[config.mk]
export PLATFORM = sky130hd
export DESIGN_NAME = cotr_offset_trim
export DESIGN_NICKNAME = d
export VERILOG_FILES = /design/src/cotr_pkg.sv /design/src/cotr_trim_reg.sv /design/src/cotr_offset_trim.sv
export VERILOG_INCLUDE_DIRS = /design/src /design/src/src
export SDC_FILE = /design/constraint.sdc
export NUM_CORES = 1
export LEC_CHECK = 0
export ABC_AREA = 1
export BUFFER_PORTS_ARGS = -buffer_cell sky130_fd_sc_hd__buf_2
export CAP_MARGIN = 20
export CORE_UTILIZATION = 50
export CTS_CLUSTER_SIZE = 30
export DETAILED_ROUTE_END_ITERATION = 8
export GPL_TIMING_DRIVEN = 1
export PLACE_DENSITY_LB_ADDON = 0.15
export RECOVER_POWER = 50
export SLEW_MARGIN = 20
export SYNTH_ARGS = -nofsm -noshare
export SYNTH_HDL_FRONTEND = slang
export SYNTH_SLANG_ARGS = --single-unit
[constraint.sdc]
create_clock -name aclk -period 5.85 [get_ports aclk]
set_input_delay 1.755 -clock aclk [delete_from_list [all_inputs] [get_ports aclk]]
set_output_delay 1.755 -clock aclk [all_outputs]
set_load 0.1 [all_outputs]
[src/cotr_defines.svh]
// Address map, field positions and reset values of the offset trim bank
`ifndef COTR_DEFINES_SVH
`define COTR_DEFINES_SVH
`define COTR_ADDR_W 12
`define COTR_IDX_W 10
`define COTR_IDX_FIRST_B 10'h08c
`define COTR_IDX_SECOND_A 10'h08e
`define COTR_IDX_SECOND_B 10'h090
`define COTR_IDX_CTRL 10'h0a0
`define COTR_IDX_STATUS 10'h0a1
`define COTR_TRIM_W 16
`define COTR_CORR_W 12
`define COTR_CORR_MSB 11
`define COTR_RSV_RESET 4'h0
`define COTR_NUM_TRIM 3
`define COTR_CTRL_W 3
`define COTR_CTRL_RESET 3'h0
`define COTR_CTRL_OS_BIT 0
`define COTR_CTRL_BG_BIT 1
`define COTR_CTRL_BGOS_BIT 2
`define COTR_STAT_BUSY_BIT 0
`define COTR_STAT_DONE_BIT 1
`define COTR_STAT_STOP_BIT 2
`define COTR_STAT_WVIOL_BIT 3
`define COTR_STAT_RVIOL_BIT 4
`define COTR_RESP_OKAY 2'h0
`define COTR_RESP_SLVERR 2'h2
`endif

[src/cotr_pkg.sv]
// Shared types of the offset trim bank
package cotr_pkg;
   typedef logic [15:0] cotr_trim_t;
   typedef logic [11:0] cotr_corr_t;
   typedef logic [9:0] cotr_idx_t;
endpackage : cotr_pkg

[src/cotr_trim_reg.sv]
// One 16-bit offset trim register with factory load and byte writes
`include "cotr_defines.svh"
module cotr_trim_reg (
   // Clock and reset
   input wire logic aclk,
   input wire logic aresetn,
   // Factory trim, sampled while reset is held
   input wire cotr_pkg::cotr_corr_t factory_value,
   // Software write
   input wire logic wr_en,
   input wire logic [1:0] wr_strb,
   input wire cotr_pkg::cotr_trim_t wr_data,
   // Stored word
   output cotr_pkg::cotr_trim_t value
);
   cotr_pkg::cotr_trim_t value_reg;
   cotr_pkg::cotr_trim_t value_next;

   always_comb begin
      value_next = value_reg;
      if (wr_en && wr_strb[0]) begin
         value_next[7:0] = wr_data[7:0];
      end
      if (wr_en && wr_strb[1]) begin
         value_next[15:8] = wr_data[15:8];
      end
   end

   // Reset is synchronous, so loading the trim port here is safe
   always_ff @(posedge aclk) begin
      if (!aresetn) begin
         value_reg <= {`COTR_RSV_RESET, factory_value};
      end else begin
         value_reg <= value_next;
      end
   end

   assign value = value_reg;
endmodule : cotr_trim_reg

[src/cotr_offset_trim.sv]
// AXI4-Lite offset trim bank for the interleaved converter cores
// What this block does
// - First core, input B uses its 12-bit trim
// - Second core, input A uses trim at 0x08E
// - Second core, input B uses trim at 0x090
// - Trims load factory value; software reads, overwrites
//
// Chosen here: the AXI4-Lite register port.
`include "cotr_defines.svh"
module cotr_offset_trim (
   // Clock and reset
   input wire logic aclk,
   input wire logic aresetn,
   // AXI4-Lite write address
   input wire logic [`COTR_ADDR_W-1:0] s_awaddr,
   input wire logic [2:0] s_awprot,
   input wire logic s_awvalid,
   output logic s_awready,
   // AXI4-Lite write data
   input wire logic [31:0] s_wdata,
   input wire logic [3:0] s_wstrb,
   input wire logic s_wvalid,
   output logic s_wready,
   // AXI4-Lite write response
   output logic [1:0] s_bresp,
   output logic s_bvalid,
   input wire logic s_bready,
   // AXI4-Lite read address
   input wire logic [`COTR_ADDR_W-1:0] s_araddr,
   input wire logic [2:0] s_arprot,
   input wire logic s_arvalid,
   output logic s_arready,
   // AXI4-Lite read data
   output logic [31:0] s_rdata,
   output logic [1:0] s_rresp,
   output logic s_rvalid,
   input wire logic s_rready,
   // Factory trim values, taken while reset is held
   input wire cotr_pkg::cotr_corr_t factory_first_core_input_b,
   input wire cotr_pkg::cotr_corr_t factory_second_core_input_a,
   input wire cotr_pkg::cotr_corr_t factory_second_core_input_b,
   // Calibration engine status
   input wire logic foreground_calibration_busy,
   input wire logic foreground_calibration_done_flag,
   input wire logic calibration_stopped_flag,
   // Calibration enables towards the engine
   output logic foreground_offset_calibration_enable,
   output logic background_calibration_enable,
   output logic background_offset_calibration_enable,
   // Sampling path
   input wire logic second_core_samples_b,
   output cotr_pkg::cotr_corr_t first_core_input_b_offset,
   output cotr_pkg::cotr_corr_t second_core_offset
);
   localparam cotr_pkg::cotr_idx_t TRIM_IDX [0:`COTR_NUM_TRIM-1] = '{
      `COTR_IDX_FIRST_B,
      `COTR_IDX_SECOND_A,
      `COTR_IDX_SECOND_B
   };

   // Write channel state
   logic awready_reg;
   logic wready_reg;
   logic bvalid_reg;
   logic [1:0] bresp_reg;
   logic aw_got_reg;
   logic w_got_reg;
   cotr_pkg::cotr_idx_t aw_idx_reg;
   logic [31:0] wdata_reg;
   logic [3:0] wstrb_reg;

   // Read channel state
   logic arready_reg;
   logic rvalid_reg;
   logic [1:0] rresp_reg;
   logic [31:0] rdata_reg;

   // Control and status
   logic [`COTR_CTRL_W-1:0] ctrl_reg;
   logic [`COTR_CTRL_W-1:0] ctrl_next;
   logic wviol_reg;
   logic wviol_next;
   logic rviol_reg;
   logic rviol_next;

   // Applied corrections
   cotr_pkg::cotr_corr_t first_b_corr_reg;
   cotr_pkg::cotr_corr_t second_corr_reg;

   // Decode
   // Register index is the word address; byte lanes 2 and 3 are unused
   wire aw_hs = s_awvalid && awready_reg;
   wire w_hs = s_wvalid && wready_reg;
   wire ar_hs = s_arvalid && arready_reg;
   wire do_write = aw_got_reg && w_got_reg && !bvalid_reg;
   wire cotr_pkg::cotr_idx_t rd_idx = s_araddr[`COTR_ADDR_W-1:2];
   wire hit_w_ctrl = aw_idx_reg == `COTR_IDX_CTRL;
   wire hit_w_stat = aw_idx_reg == `COTR_IDX_STATUS;
   wire hit_r_ctrl = rd_idx == `COTR_IDX_CTRL;
   wire hit_r_stat = rd_idx == `COTR_IDX_STATUS;
   wire wr_ctrl = do_write && hit_w_ctrl && wstrb_reg[0];
   wire wr_stat = do_write && hit_w_stat && wstrb_reg[0];

   wire os_en = ctrl_reg[`COTR_CTRL_OS_BIT];
   wire bg_en = ctrl_reg[`COTR_CTRL_BG_BIT];
   wire bgos_en = ctrl_reg[`COTR_CTRL_BGOS_BIT];

   // The engine owns the trims while either condition holds
   wire write_forbidden = foreground_calibration_busy
      || (bg_en && bgos_en);
   wire read_unsafe =
      (os_en && !bgos_en && !foreground_calibration_done_flag)
      || (bg_en && bgos_en && !calibration_stopped_flag);

   // Per-register hits and storage
   cotr_pkg::cotr_trim_t trim_val [0:`COTR_NUM_TRIM-1];
   cotr_pkg::cotr_corr_t factory [0:`COTR_NUM_TRIM-1];
   logic [`COTR_NUM_TRIM-1:0] hit_w_trim;
   logic [`COTR_NUM_TRIM-1:0] hit_r_trim;
   logic [`COTR_NUM_TRIM-1:0] trim_wr;

   assign factory[0] = factory_first_core_input_b;
   assign factory[1] = factory_second_core_input_a;
   assign factory[2] = factory_second_core_input_b;

   genvar gi;
   generate
      for (gi = 0; gi < `COTR_NUM_TRIM; gi++) begin : g_trim
         assign hit_w_trim[gi] = aw_idx_reg == TRIM_IDX[gi];
         assign hit_r_trim[gi] = rd_idx == TRIM_IDX[gi];
         assign trim_wr[gi] = do_write && hit_w_trim[gi];
         cotr_trim_reg u_trim (
            .aclk(aclk),
            .aresetn(aresetn),
            .factory_value(factory[gi]),
            .wr_en(trim_wr[gi]),
            .wr_strb(wstrb_reg[1:0]),
            .wr_data(wdata_reg[15:0]),
            .value(trim_val[gi])
         );
      end
   endgenerate

   wire any_w_trim = |hit_w_trim;
   wire any_r_trim = |hit_r_trim;
   wire w_mapped = any_w_trim || hit_w_ctrl || hit_w_stat;
   wire r_mapped = any_r_trim || hit_r_ctrl || hit_r_stat;

   // Read word selection; bits above each register read as zero
   wire [`COTR_STAT_RVIOL_BIT:0] stat_bits;
   assign stat_bits[`COTR_STAT_BUSY_BIT] = foreground_calibration_busy;
   assign stat_bits[`COTR_STAT_DONE_BIT] = foreground_calibration_done_flag;
   assign stat_bits[`COTR_STAT_STOP_BIT] = calibration_stopped_flag;
   assign stat_bits[`COTR_STAT_WVIOL_BIT] = wviol_reg;
   assign stat_bits[`COTR_STAT_RVIOL_BIT] = rviol_reg;
   // Widened on purpose: the flags sit in the low bits only
   wire [31:0] stat_word = 32'(stat_bits);
   wire [31:0] ctrl_word = {29'h00000000, ctrl_reg};
   wire [31:0] trim_word =
      hit_r_trim[0] ? {16'h0000, trim_val[0]} :
      hit_r_trim[1] ? {16'h0000, trim_val[1]} :
      hit_r_trim[2] ? {16'h0000, trim_val[2]} : 32'h00000000;
   wire [31:0] rd_word =
      hit_r_ctrl ? ctrl_word :
      hit_r_stat ? stat_word : trim_word;

   // Control register and sticky flags; a new event beats the clear
   always_comb begin
      ctrl_next = ctrl_reg;
      if (wr_ctrl) begin
         ctrl_next = wdata_reg[`COTR_CTRL_W-1:0];
      end
      wviol_next = wviol_reg;
      if (wr_stat && wdata_reg[`COTR_STAT_WVIOL_BIT]) begin
         wviol_next = 1'b0;
      end
      if (do_write && any_w_trim && write_forbidden) begin
         wviol_next = 1'b1;
      end
      rviol_next = rviol_reg;
      if (wr_stat && wdata_reg[`COTR_STAT_RVIOL_BIT]) begin
         rviol_next = 1'b0;
      end
      if (ar_hs && any_r_trim && read_unsafe) begin
         rviol_next = 1'b1;
      end
   end

   always_ff @(posedge aclk) begin
      if (!aresetn) begin
         ctrl_reg <= `COTR_CTRL_RESET;
         wviol_reg <= 1'b0;
         rviol_reg <= 1'b0;
      end else begin
         ctrl_reg <= ctrl_next;
         wviol_reg <= wviol_next;
         rviol_reg <= rviol_next;
      end
   end

   // Ready returns only when the response is taken: one write at a time
   // Write address and data are taken independently, in either order
   always_ff @(posedge aclk) begin
      if (!aresetn) begin
         awready_reg <= 1'b1;
         aw_got_reg <= 1'b0;
         aw_idx_reg <= 10'h000;
      end else if (aw_hs) begin
         awready_reg <= 1'b0;
         aw_got_reg <= 1'b1;
         aw_idx_reg <= s_awaddr[`COTR_ADDR_W-1:2];
      end else if (do_write) begin
         aw_got_reg <= 1'b0;
      end else if (s_bready && bvalid_reg) begin
         awready_reg <= 1'b1;
      end
   end

   always_ff @(posedge aclk) begin
      if (!aresetn) begin
         wready_reg <= 1'b1;
         w_got_reg <= 1'b0;
         wdata_reg <= 32'h00000000;
         wstrb_reg <= 4'h0;
      end else if (w_hs) begin
         wready_reg <= 1'b0;
         w_got_reg <= 1'b1;
         wdata_reg <= s_wdata;
         wstrb_reg <= s_wstrb;
      end else if (do_write) begin
         w_got_reg <= 1'b0;
      end else if (s_bready && bvalid_reg) begin
         wready_reg <= 1'b1;
      end
   end

   // Response one cycle after both halves are held
   always_ff @(posedge aclk) begin
      if (!aresetn) begin
         bvalid_reg <= 1'b0;
         bresp_reg <= `COTR_RESP_OKAY;
      end else if (do_write) begin
         bvalid_reg <= 1'b1;
         bresp_reg <= w_mapped ? `COTR_RESP_OKAY : `COTR_RESP_SLVERR;
      end else if (s_bready && bvalid_reg) begin
         bvalid_reg <= 1'b0;
      end
   end

   // Unsafe trim reads still answer; the sticky flag records them
   // Reads answer on the same edge that takes the address
   always_ff @(posedge aclk) begin
      if (!aresetn) begin
         arready_reg <= 1'b1;
         rvalid_reg <= 1'b0;
         rresp_reg <= `COTR_RESP_OKAY;
         rdata_reg <= 32'h00000000;
      end else if (ar_hs) begin
         arready_reg <= 1'b0;
         rvalid_reg <= 1'b1;
         rresp_reg <= r_mapped ? `COTR_RESP_OKAY : `COTR_RESP_SLVERR;
         rdata_reg <= rd_word;
      end else if (s_rready && rvalid_reg) begin
         arready_reg <= 1'b1;
         rvalid_reg <= 1'b0;
      end
   end

   // Registered so the sampling path never sees the bus decode
   // Only the low twelve bits reach the sampling path
   always_ff @(posedge aclk) begin
      if (!aresetn) begin
         first_b_corr_reg <= 12'h000;
         second_corr_reg <= 12'h000;
      end else begin
         first_b_corr_reg <= trim_val[0][`COTR_CORR_MSB:0];
         if (second_core_samples_b) begin
            second_corr_reg <= trim_val[2][`COTR_CORR_MSB:0];
         end else begin
            second_corr_reg <= trim_val[1][`COTR_CORR_MSB:0];
         end
      end
   end

   // Outputs
   assign s_awready = awready_reg;
   assign s_wready = wready_reg;
   assign s_bvalid = bvalid_reg;
   assign s_bresp = bresp_reg;
   assign s_arready = arready_reg;
   assign s_rvalid = rvalid_reg;
   assign s_rresp = rresp_reg;
   assign s_rdata = rdata_reg;
   assign foreground_offset_calibration_enable = os_en;
   assign background_calibration_enable = bg_en;
   assign background_offset_calibration_enable = bgos_en;
   assign first_core_input_b_offset = first_b_corr_reg;
   assign second_core_offset = second_corr_reg;
endmodule : cotr_offset_trim

==> reports/results.tsv, run 1 <==
stage	metric	value	unit
placed_design	gp_congestion	0.893	
timing	timing.fmax	0.241	GHz
worst_setup_path	critical_path_required	6.05	ns
timing	fin_tns_setup	0	ns
timing	fin_skew	0.00656	ns
routing	via_count	4951	
grt	grt_pass1_wl	21.7	mm
worst_setup_path	slowest_delay	1.30	ns
worst_setup_path	critical_path_class	in2reg	
final_layout	n_fill_cell	962	
power_and_ir_drop	p_leak	3.23	nW
final_layout	area_growth	21.3	%
power_and_ir_drop	max-vdd-ir-drop	0.213	mV
timing	timing.final.crit_share	0.710	
final_layout	num_antenna_cells	0	
worst_setup_path	crit_chain	clkbuf_1 -> clkbuf_1 -> nand2_1	
final_layout	drive_gt1_frac	0.226	
floorplanning	initial_core_util	0.512	
timing	setup-violations-final	0	
floorplanning	die_area	11500	um^2
worst_setup_path	crit_path_start	aresetn	
clock_network	clk_latency	0.52	ns
final_layout	stdcell_count	971	
job	drv_cap	2	
synth	ys_seq_elements	130	
grt	grt_pass1_vias	4606	
worst_setup_path	endpoint_kind	register	
worst_setup_path	slowest_stage	clkbuf_1	
synth	ys_seq_area_frac	0.534	
clock_network	cts_tree	done	
worst_setup_path	worstSetupStartpointType	input port	
timing	slew_headroom	-0.346	
clock_network	ctsResizeCount	0	
timing	hold_slack	0.456	ns
synth	async_flop_share	0	
placed_design	portBuffers	134	
placed_design	dp_slack	2.31	ns
grt	grt_usage	0.248	
synth	syn_area	5550	um^2
run_status	violations	capacitance limit, slew limit	
worst_setup_path	worstPathMaxFanout	46	
placed_design	placed_cell_area	6230	um^2
grt	antenna_found_initial	0	
clock_network	hold_buffers	0	
min_path	hp-start	g_trim[1].u_trim.value[12]	
min_path	holdCritPathClass	reg2reg	
routing	drc	0	
floorplanning	die_h	107	um
timing	tightest_slew	1.99	ns
synth	synth_edf_count	36	
final_layout	largest_reg_flops	48	
run_status	status	finished with violations	
power_and_ir_drop	power.density	341	nW/um^2
worst_setup_path	path_common_cell	clkbuf_1	
timing	hold_viol_final	0	
placed_design	place_inst	939	
worst_setup_path	worst-path-buf-inv	2	
timing	finalCriticalPeriod	4.15	ns
power_and_ir_drop	fin_total_pwr	2.29	mW
worst_setup_path	r2r_start	aw_idx_reg[8]	
clock_network	postCtsSetupRepairBufs	0	
final_layout	stdcell_area	6740	um^2
clock_network	cts_made_buffers	17	
floorplanning	core-area	10800	um^2
synth	synth_cells	690	
clock_network	clock-sinks	130	
grt	grt_start_max_net_pins	65	
synth	syn_area_per_cell	8.05	um^2
routing	vias_per_cell	5.10	
clock_network	htree_levels	4	
timing	setup_slack	1.70	ns
timing	drv_slew	56	
clock_network	clk_path_buf_depth	2	
clock_network	cts_root_buffer	clkbuf_8	
synth	yosysWarnings	0	
clock_network	clk_pin_slew_worst_paths	0.06	ns
floorplanning	dieWidth	107	um
routing	drt_iter0_drc	319	
synth	ys_types	35	
grt	overflow	0	
final_layout	nets	931	
worst_setup_path	crit_arrival	4.35	ns
worst_setup_path	worst_path_dominant_cell_family	buffers and inverters	
final_layout	final_util	0.622	
routing	ant_nets	0	
placed_design	dp_hpwl	9.98	mm
synth	synth_flop_cell	dfxtp_1	
floorplanning	ios	181	
routing	routedWlPerCell	14.0	um
timing	rsz0062_at_grt	no	
floorplanning	num_rows	38	
routing	dr.pass1.iters	5	
routing	wl	13.6	mm
## per-layer routing
metal  up-vias  GRT usage  part of all wire
met5         -          0                 0
met4         0     0.0930             0.011
met3        14     0.0690             0.083
met2       203      0.394              0.46
met1      2256      0.323              0.45
li1       2478          -                 -
## where the power goes
part | leakage [nW] | internal, mW | switching [mW]
logic | 1.84 | 0.0680 | 0.283
registers | 1.14 | 0.990 | 0.0317
clock network | 0.253 | 0.551 | 0.371
total | 3.23 | 1.61 | 0.686
## layout make-up
cell class | instances | area, um^2 | area share
multi-input combinational | 454 | 2100 | 0.312
inverter | 79 | 297 | 0.0440
clock buffer | 22 | 464 | 0.0689
sequential | 130 | 2960 | 0.440
tap | 140 | 175 | 0.0260
clock inverter | 10 | 57.6 | 0.00854
timing repair buffer | 136 | 677 | 0.100
## worst min-delay path, cell delays in order, from the launching register on
cell and delay [ns]:
dfxtp_1 0.30, inv_1 0.06, a21oi_1 0.05
## cells in the final DEF (no fill, tap or decap), drive strengths merged
cell and n:
o22ai 4, nand2 165, dfxtp 94, edfxtp 36, conb 18, o2111ai 2
o31ai 1, buf 133, o32ai 1, clkinvlp 3, o21a 2, nand3 25
nor3 5, nor4 1, a211oi 8, nand4 13, inv 80, clkbuf 25
clkinv 6, o41ai 1, nor2 84, a21oi 63, nand3b 1, o21ai 60
## cells in the mapped netlist (6+ instances only)
cell type	number	area share
buf_4	18	0.024
inv_1	73	0.049
nand2_1	162	0.11
clkbuf_1	16	0.011
inv_2	6	0.0041
o21ai_1	19	0.017
nor2_1	72	0.049
nand4_1	11	0.012
a21oi_1	63	0.057
dfxtp_1	94	0.34
o21ai_0	41	0.037
nor2_2	8	0.0090
edfxtp_1	36	0.19
nand3_1	22	0.020
a211oi_1	8	0.011
## final timing paths
path | slack [ns] | endpoint | depth (start not counted)
worst max-delay path | 1.70 | g_trim[1].u_trim.value[10] | 3
worst min register to register | 0.46 | g_trim[1].u_trim.value[12] | 2
worst min-delay path | 0.46 | g_trim[1].u_trim.value[12] | 2
worst max register to register | 3.02 | g_trim[0].u_trim.value[3] | 5
## cells by family (layout without fill, tap and decap cells)
kind of cell    after synthesis  count (layout)  share of synthesized area
flops                       130             130                      0.534
simple gates                294             294                      0.230
other cells                   1              18                   0.000675
buf+inv                     123             247                     0.0989
compound gates              142             142                      0.137
No activity file was read; power rests on OpenSTA's default activity.
==> run 2: changes to the inputs <==
--- a/config.mk
+++ b/config.mk
@@ -9,7 +9,7 @@
 export ABC_AREA = 1
 export BUFFER_PORTS_ARGS = -buffer_cell sky130_fd_sc_hd__buf_2
 export CAP_MARGIN = 20
-export CORE_UTILIZATION = 50
+export CORE_UTILIZATION = 46
 export CTS_CLUSTER_SIZE = 30
 export DETAILED_ROUTE_END_ITERATION = 8
 export GPL_TIMING_DRIVEN = 1
==> constraint.sdc (replaced) <==
create_clock -name aclk -period 3.55 [get_ports aclk]
set_input_delay 1.065 -clock aclk [delete_from_list [all_inputs] [get_ports aclk]]
set_output_delay 1.065 -clock aclk [all_outputs]
set_load 0.1 [all_outputs]
==> run 2 against run 1 <==
The run ends with DRC left. Worst hold slack improved by 0.0041 ns. Sequential share of layout area fell by 0.73 points. Clock power rose by 83%. Sequential power rose by 65%. Critical path depth rose by 1. Non-clock buffer count rose by 4. Routed wire length rose by 1.2%. Combinational power rose by 67%. Utilization fell by 3.2 points. Count of clock-buffer cells in the layout fell by 2. Design area rose by 1.7%. Register-to-register slack got worse by 1.4 ns. Critical path type unchanged.
==> reports/results.tsv, run 2 (synthesis results as in run 1) <==
stage	metric	value	unit
timing	hold_viol_final	0	
power_and_ir_drop	pwr-share-seq	0.425	
routing	wl_met3	1.08	mm
routing	routedWlPerCell	14.1	um
worst_setup_path	worstPathMaxFanout	34	
final_layout	largest_reg_flops	48	
clock_network	cts_tree	done	
timing	rsz0062_at_grt	no	
placed_design	gp_congestion	0.859	
clock_network	clk_latency	0.41	ns
floorplanning	ios	181	
timing	timing.fmax	0.396	GHz
clock_network	clk_path_buf_depth	2	
routing	vias_per_cell	4.97	
timing	fin_tns_setup	0	ns
power_and_ir_drop	power.density	577	nW/um^2
final_layout	nets	935	
routing	wl_met2	6.01	mm
grt	grt_usage	0.228	
floorplanning	initial_core_util	0.478	
routing	drc	9	
clock_network	cts_made_buffers	17	
routing	wl	13.7	mm
clock_network	htree_levels	4	
power_and_ir_drop	p_int	2.79	mW
routing	drt_iter0_drc	323	
worst_setup_path	endpoint_kind	register	
power_and_ir_drop	p_clk_frac	0.427	
worst_setup_path	critical_path_class	in2reg	
timing	fin_skew	0.00734	ns
worst_setup_path	worstSetupStartpointType	input port	
clock_network	clock-sinks	130	
worst_setup_path	worstRegToRegCells	5	
clock_network	postCtsSetupRepairBufs	0	
grt	grt_pass1_wl	22.1	mm
floorplanning	core-area	11600	um^2
routing	ant_nets	0	
power_and_ir_drop	max-vdd-ir-drop	0.290	mV
routing	dr.pass1.iters	7	
final_layout	n_fill_cell	1081	
floorplanning	die_area	12500	um^2
routing	via_count	4864	
floorplanning	dieWidth	112	um
clock_network	ctsResizeCount	0	
worst_setup_path	critical_path_required	3.81	ns
final_layout	seq_area	2960	um^2
min_path	whs_path_depth	2	
final_layout	area_growth	23.4	%
timing	tightest_slew	1.41	ns
power_and_ir_drop	swShare	0.295	
placed_design	place_inst	946	
timing	hold_slack	0.460	ns
timing	timing.final.crit_share	0.711	
run_status	violations	DRC	
final_layout	stdcell_count	978	
power_and_ir_drop	p_leak	3.29	nW
power_and_ir_drop	fin_total_pwr	3.96	mW
job	drv_cap	0	
floorplanning	die_h	112	um
routing	top_layer_used	met4	
timing	slew_headroom	0.0570	
clock_network	clk_pin_slew_worst_paths	0.06	ns
final_layout	final_common_cell	nand2_1	
placed_design	portBuffers	134	
clock_network	hold_buffers	0	
grt	antenna_found_initial	0	
min_path	holdCritPathClass	reg2reg	
final_layout	most-common-layout-cells	nand2_1, buf_2, dfxtp_1, inv_1, nor2_1	
grt	grt_pass1_vias	4524	
grt	overflow	0	
power_and_ir_drop	power_frac_comb	0.148	
timing	drv_slew	0	
worst_setup_path	crit_arrival	2.79	ns
timing	setup-violations-final	0	
final_layout	multi_input_area	2120	um^2
final_layout	num_antenna_cells	0	
run_status	status	finished with violations	
final_layout	final_util	0.590	
floorplanning	num_rows	39	
placed_design	dp_hpwl	10.3	mm
grt	grt_start_max_net_pins	43	
clock_network	cts_root_buffer	clkbuf_16	
final_layout	drive_gt1_frac	0.232	
power_and_ir_drop	p_sw	1.17	mW
timing	finalCriticalPeriod	2.52	ns
routing	wl_met1	6.46	mm
[run 2: cell count changes in the layout (fill, tap and decap cells not counted), sizes merged]
cell / change
inv: +1
bufinv: +1
clkinvlp: +1
buf: +4
clkbuf: -2
clkinv: -1
[run 2: per-layer routing]
| metal | vias up | track usage |
|---|---|---|
| li1 | 2483 | - |
| met1 | 2174 | 0.314 |
| met2 | 190 | 0.350 |
| met3 | 17 | 0.0582 |
| met4 | 0 | 0.0766 |
| met5 | - | 0 |
[run 2: through the flow]
stage / worst slack [ns] / instance area, um^2
2_1_floorplan: 1.08 / 5620
3_3_place_gp: 1.07 / 6270
3_5_place_dp: 1.05 / 6270
4_1_cts: 1.12 / 6850
5_1_grt: 0.806 / 6850
6_report: 1.03 / 6850
[run 2: critical path, stage by stage]
cell and delay (ns):
clkbuf_1 0.11, clkbuf_1 1.04, nand2_1 0.38, nand2_1 0.18
[run 2: path summary, 6_finish.rpt]
| kind | slack, ns | endpoint | startpoint |
|---|---|---|---|
| worst max-delay path | 1.03 | g_trim[2].u_trim.value[10] | aresetn |
| worst max register to register | 1.59 | g_trim[0].u_trim.value[7] | aw_idx_reg[8] |
| worst min register to register | 0.46 | g_trim[1].u_trim.value[15] | g_trim[1].u_trim.value[15] |
| worst min-delay path | 0.46 | g_trim[1].u_trim.value[15] | g_trim[1].u_trim.value[15] |
[run 2: power by group through the flow]
stage / logic, mW / clock network, mW / registers, mW
floorplan: 0.279 / 0 / 1.89
global placement: 0.578 / 0 / 1.71
detailed placement: 0.584 / 0 / 1.71
CTS: 0.586 / 1.70 / 1.68
global route: 0.627 / 1.78 / 1.69
finish: 0.586 / 1.69 / 1.68
[run 2: area by class of cell]
type | instances | share of cell area
Sequential cell | 130 | 0.432
Clock inverter | 12 | 0.0152
Tap cell | 143 | 0.0261
Clock buffer | 20 | 0.0699
Timing Repair Buffer | 140 | 0.104
Multi-Input combinational cell | 454 | 0.310
Inverter | 79 | 0.0433
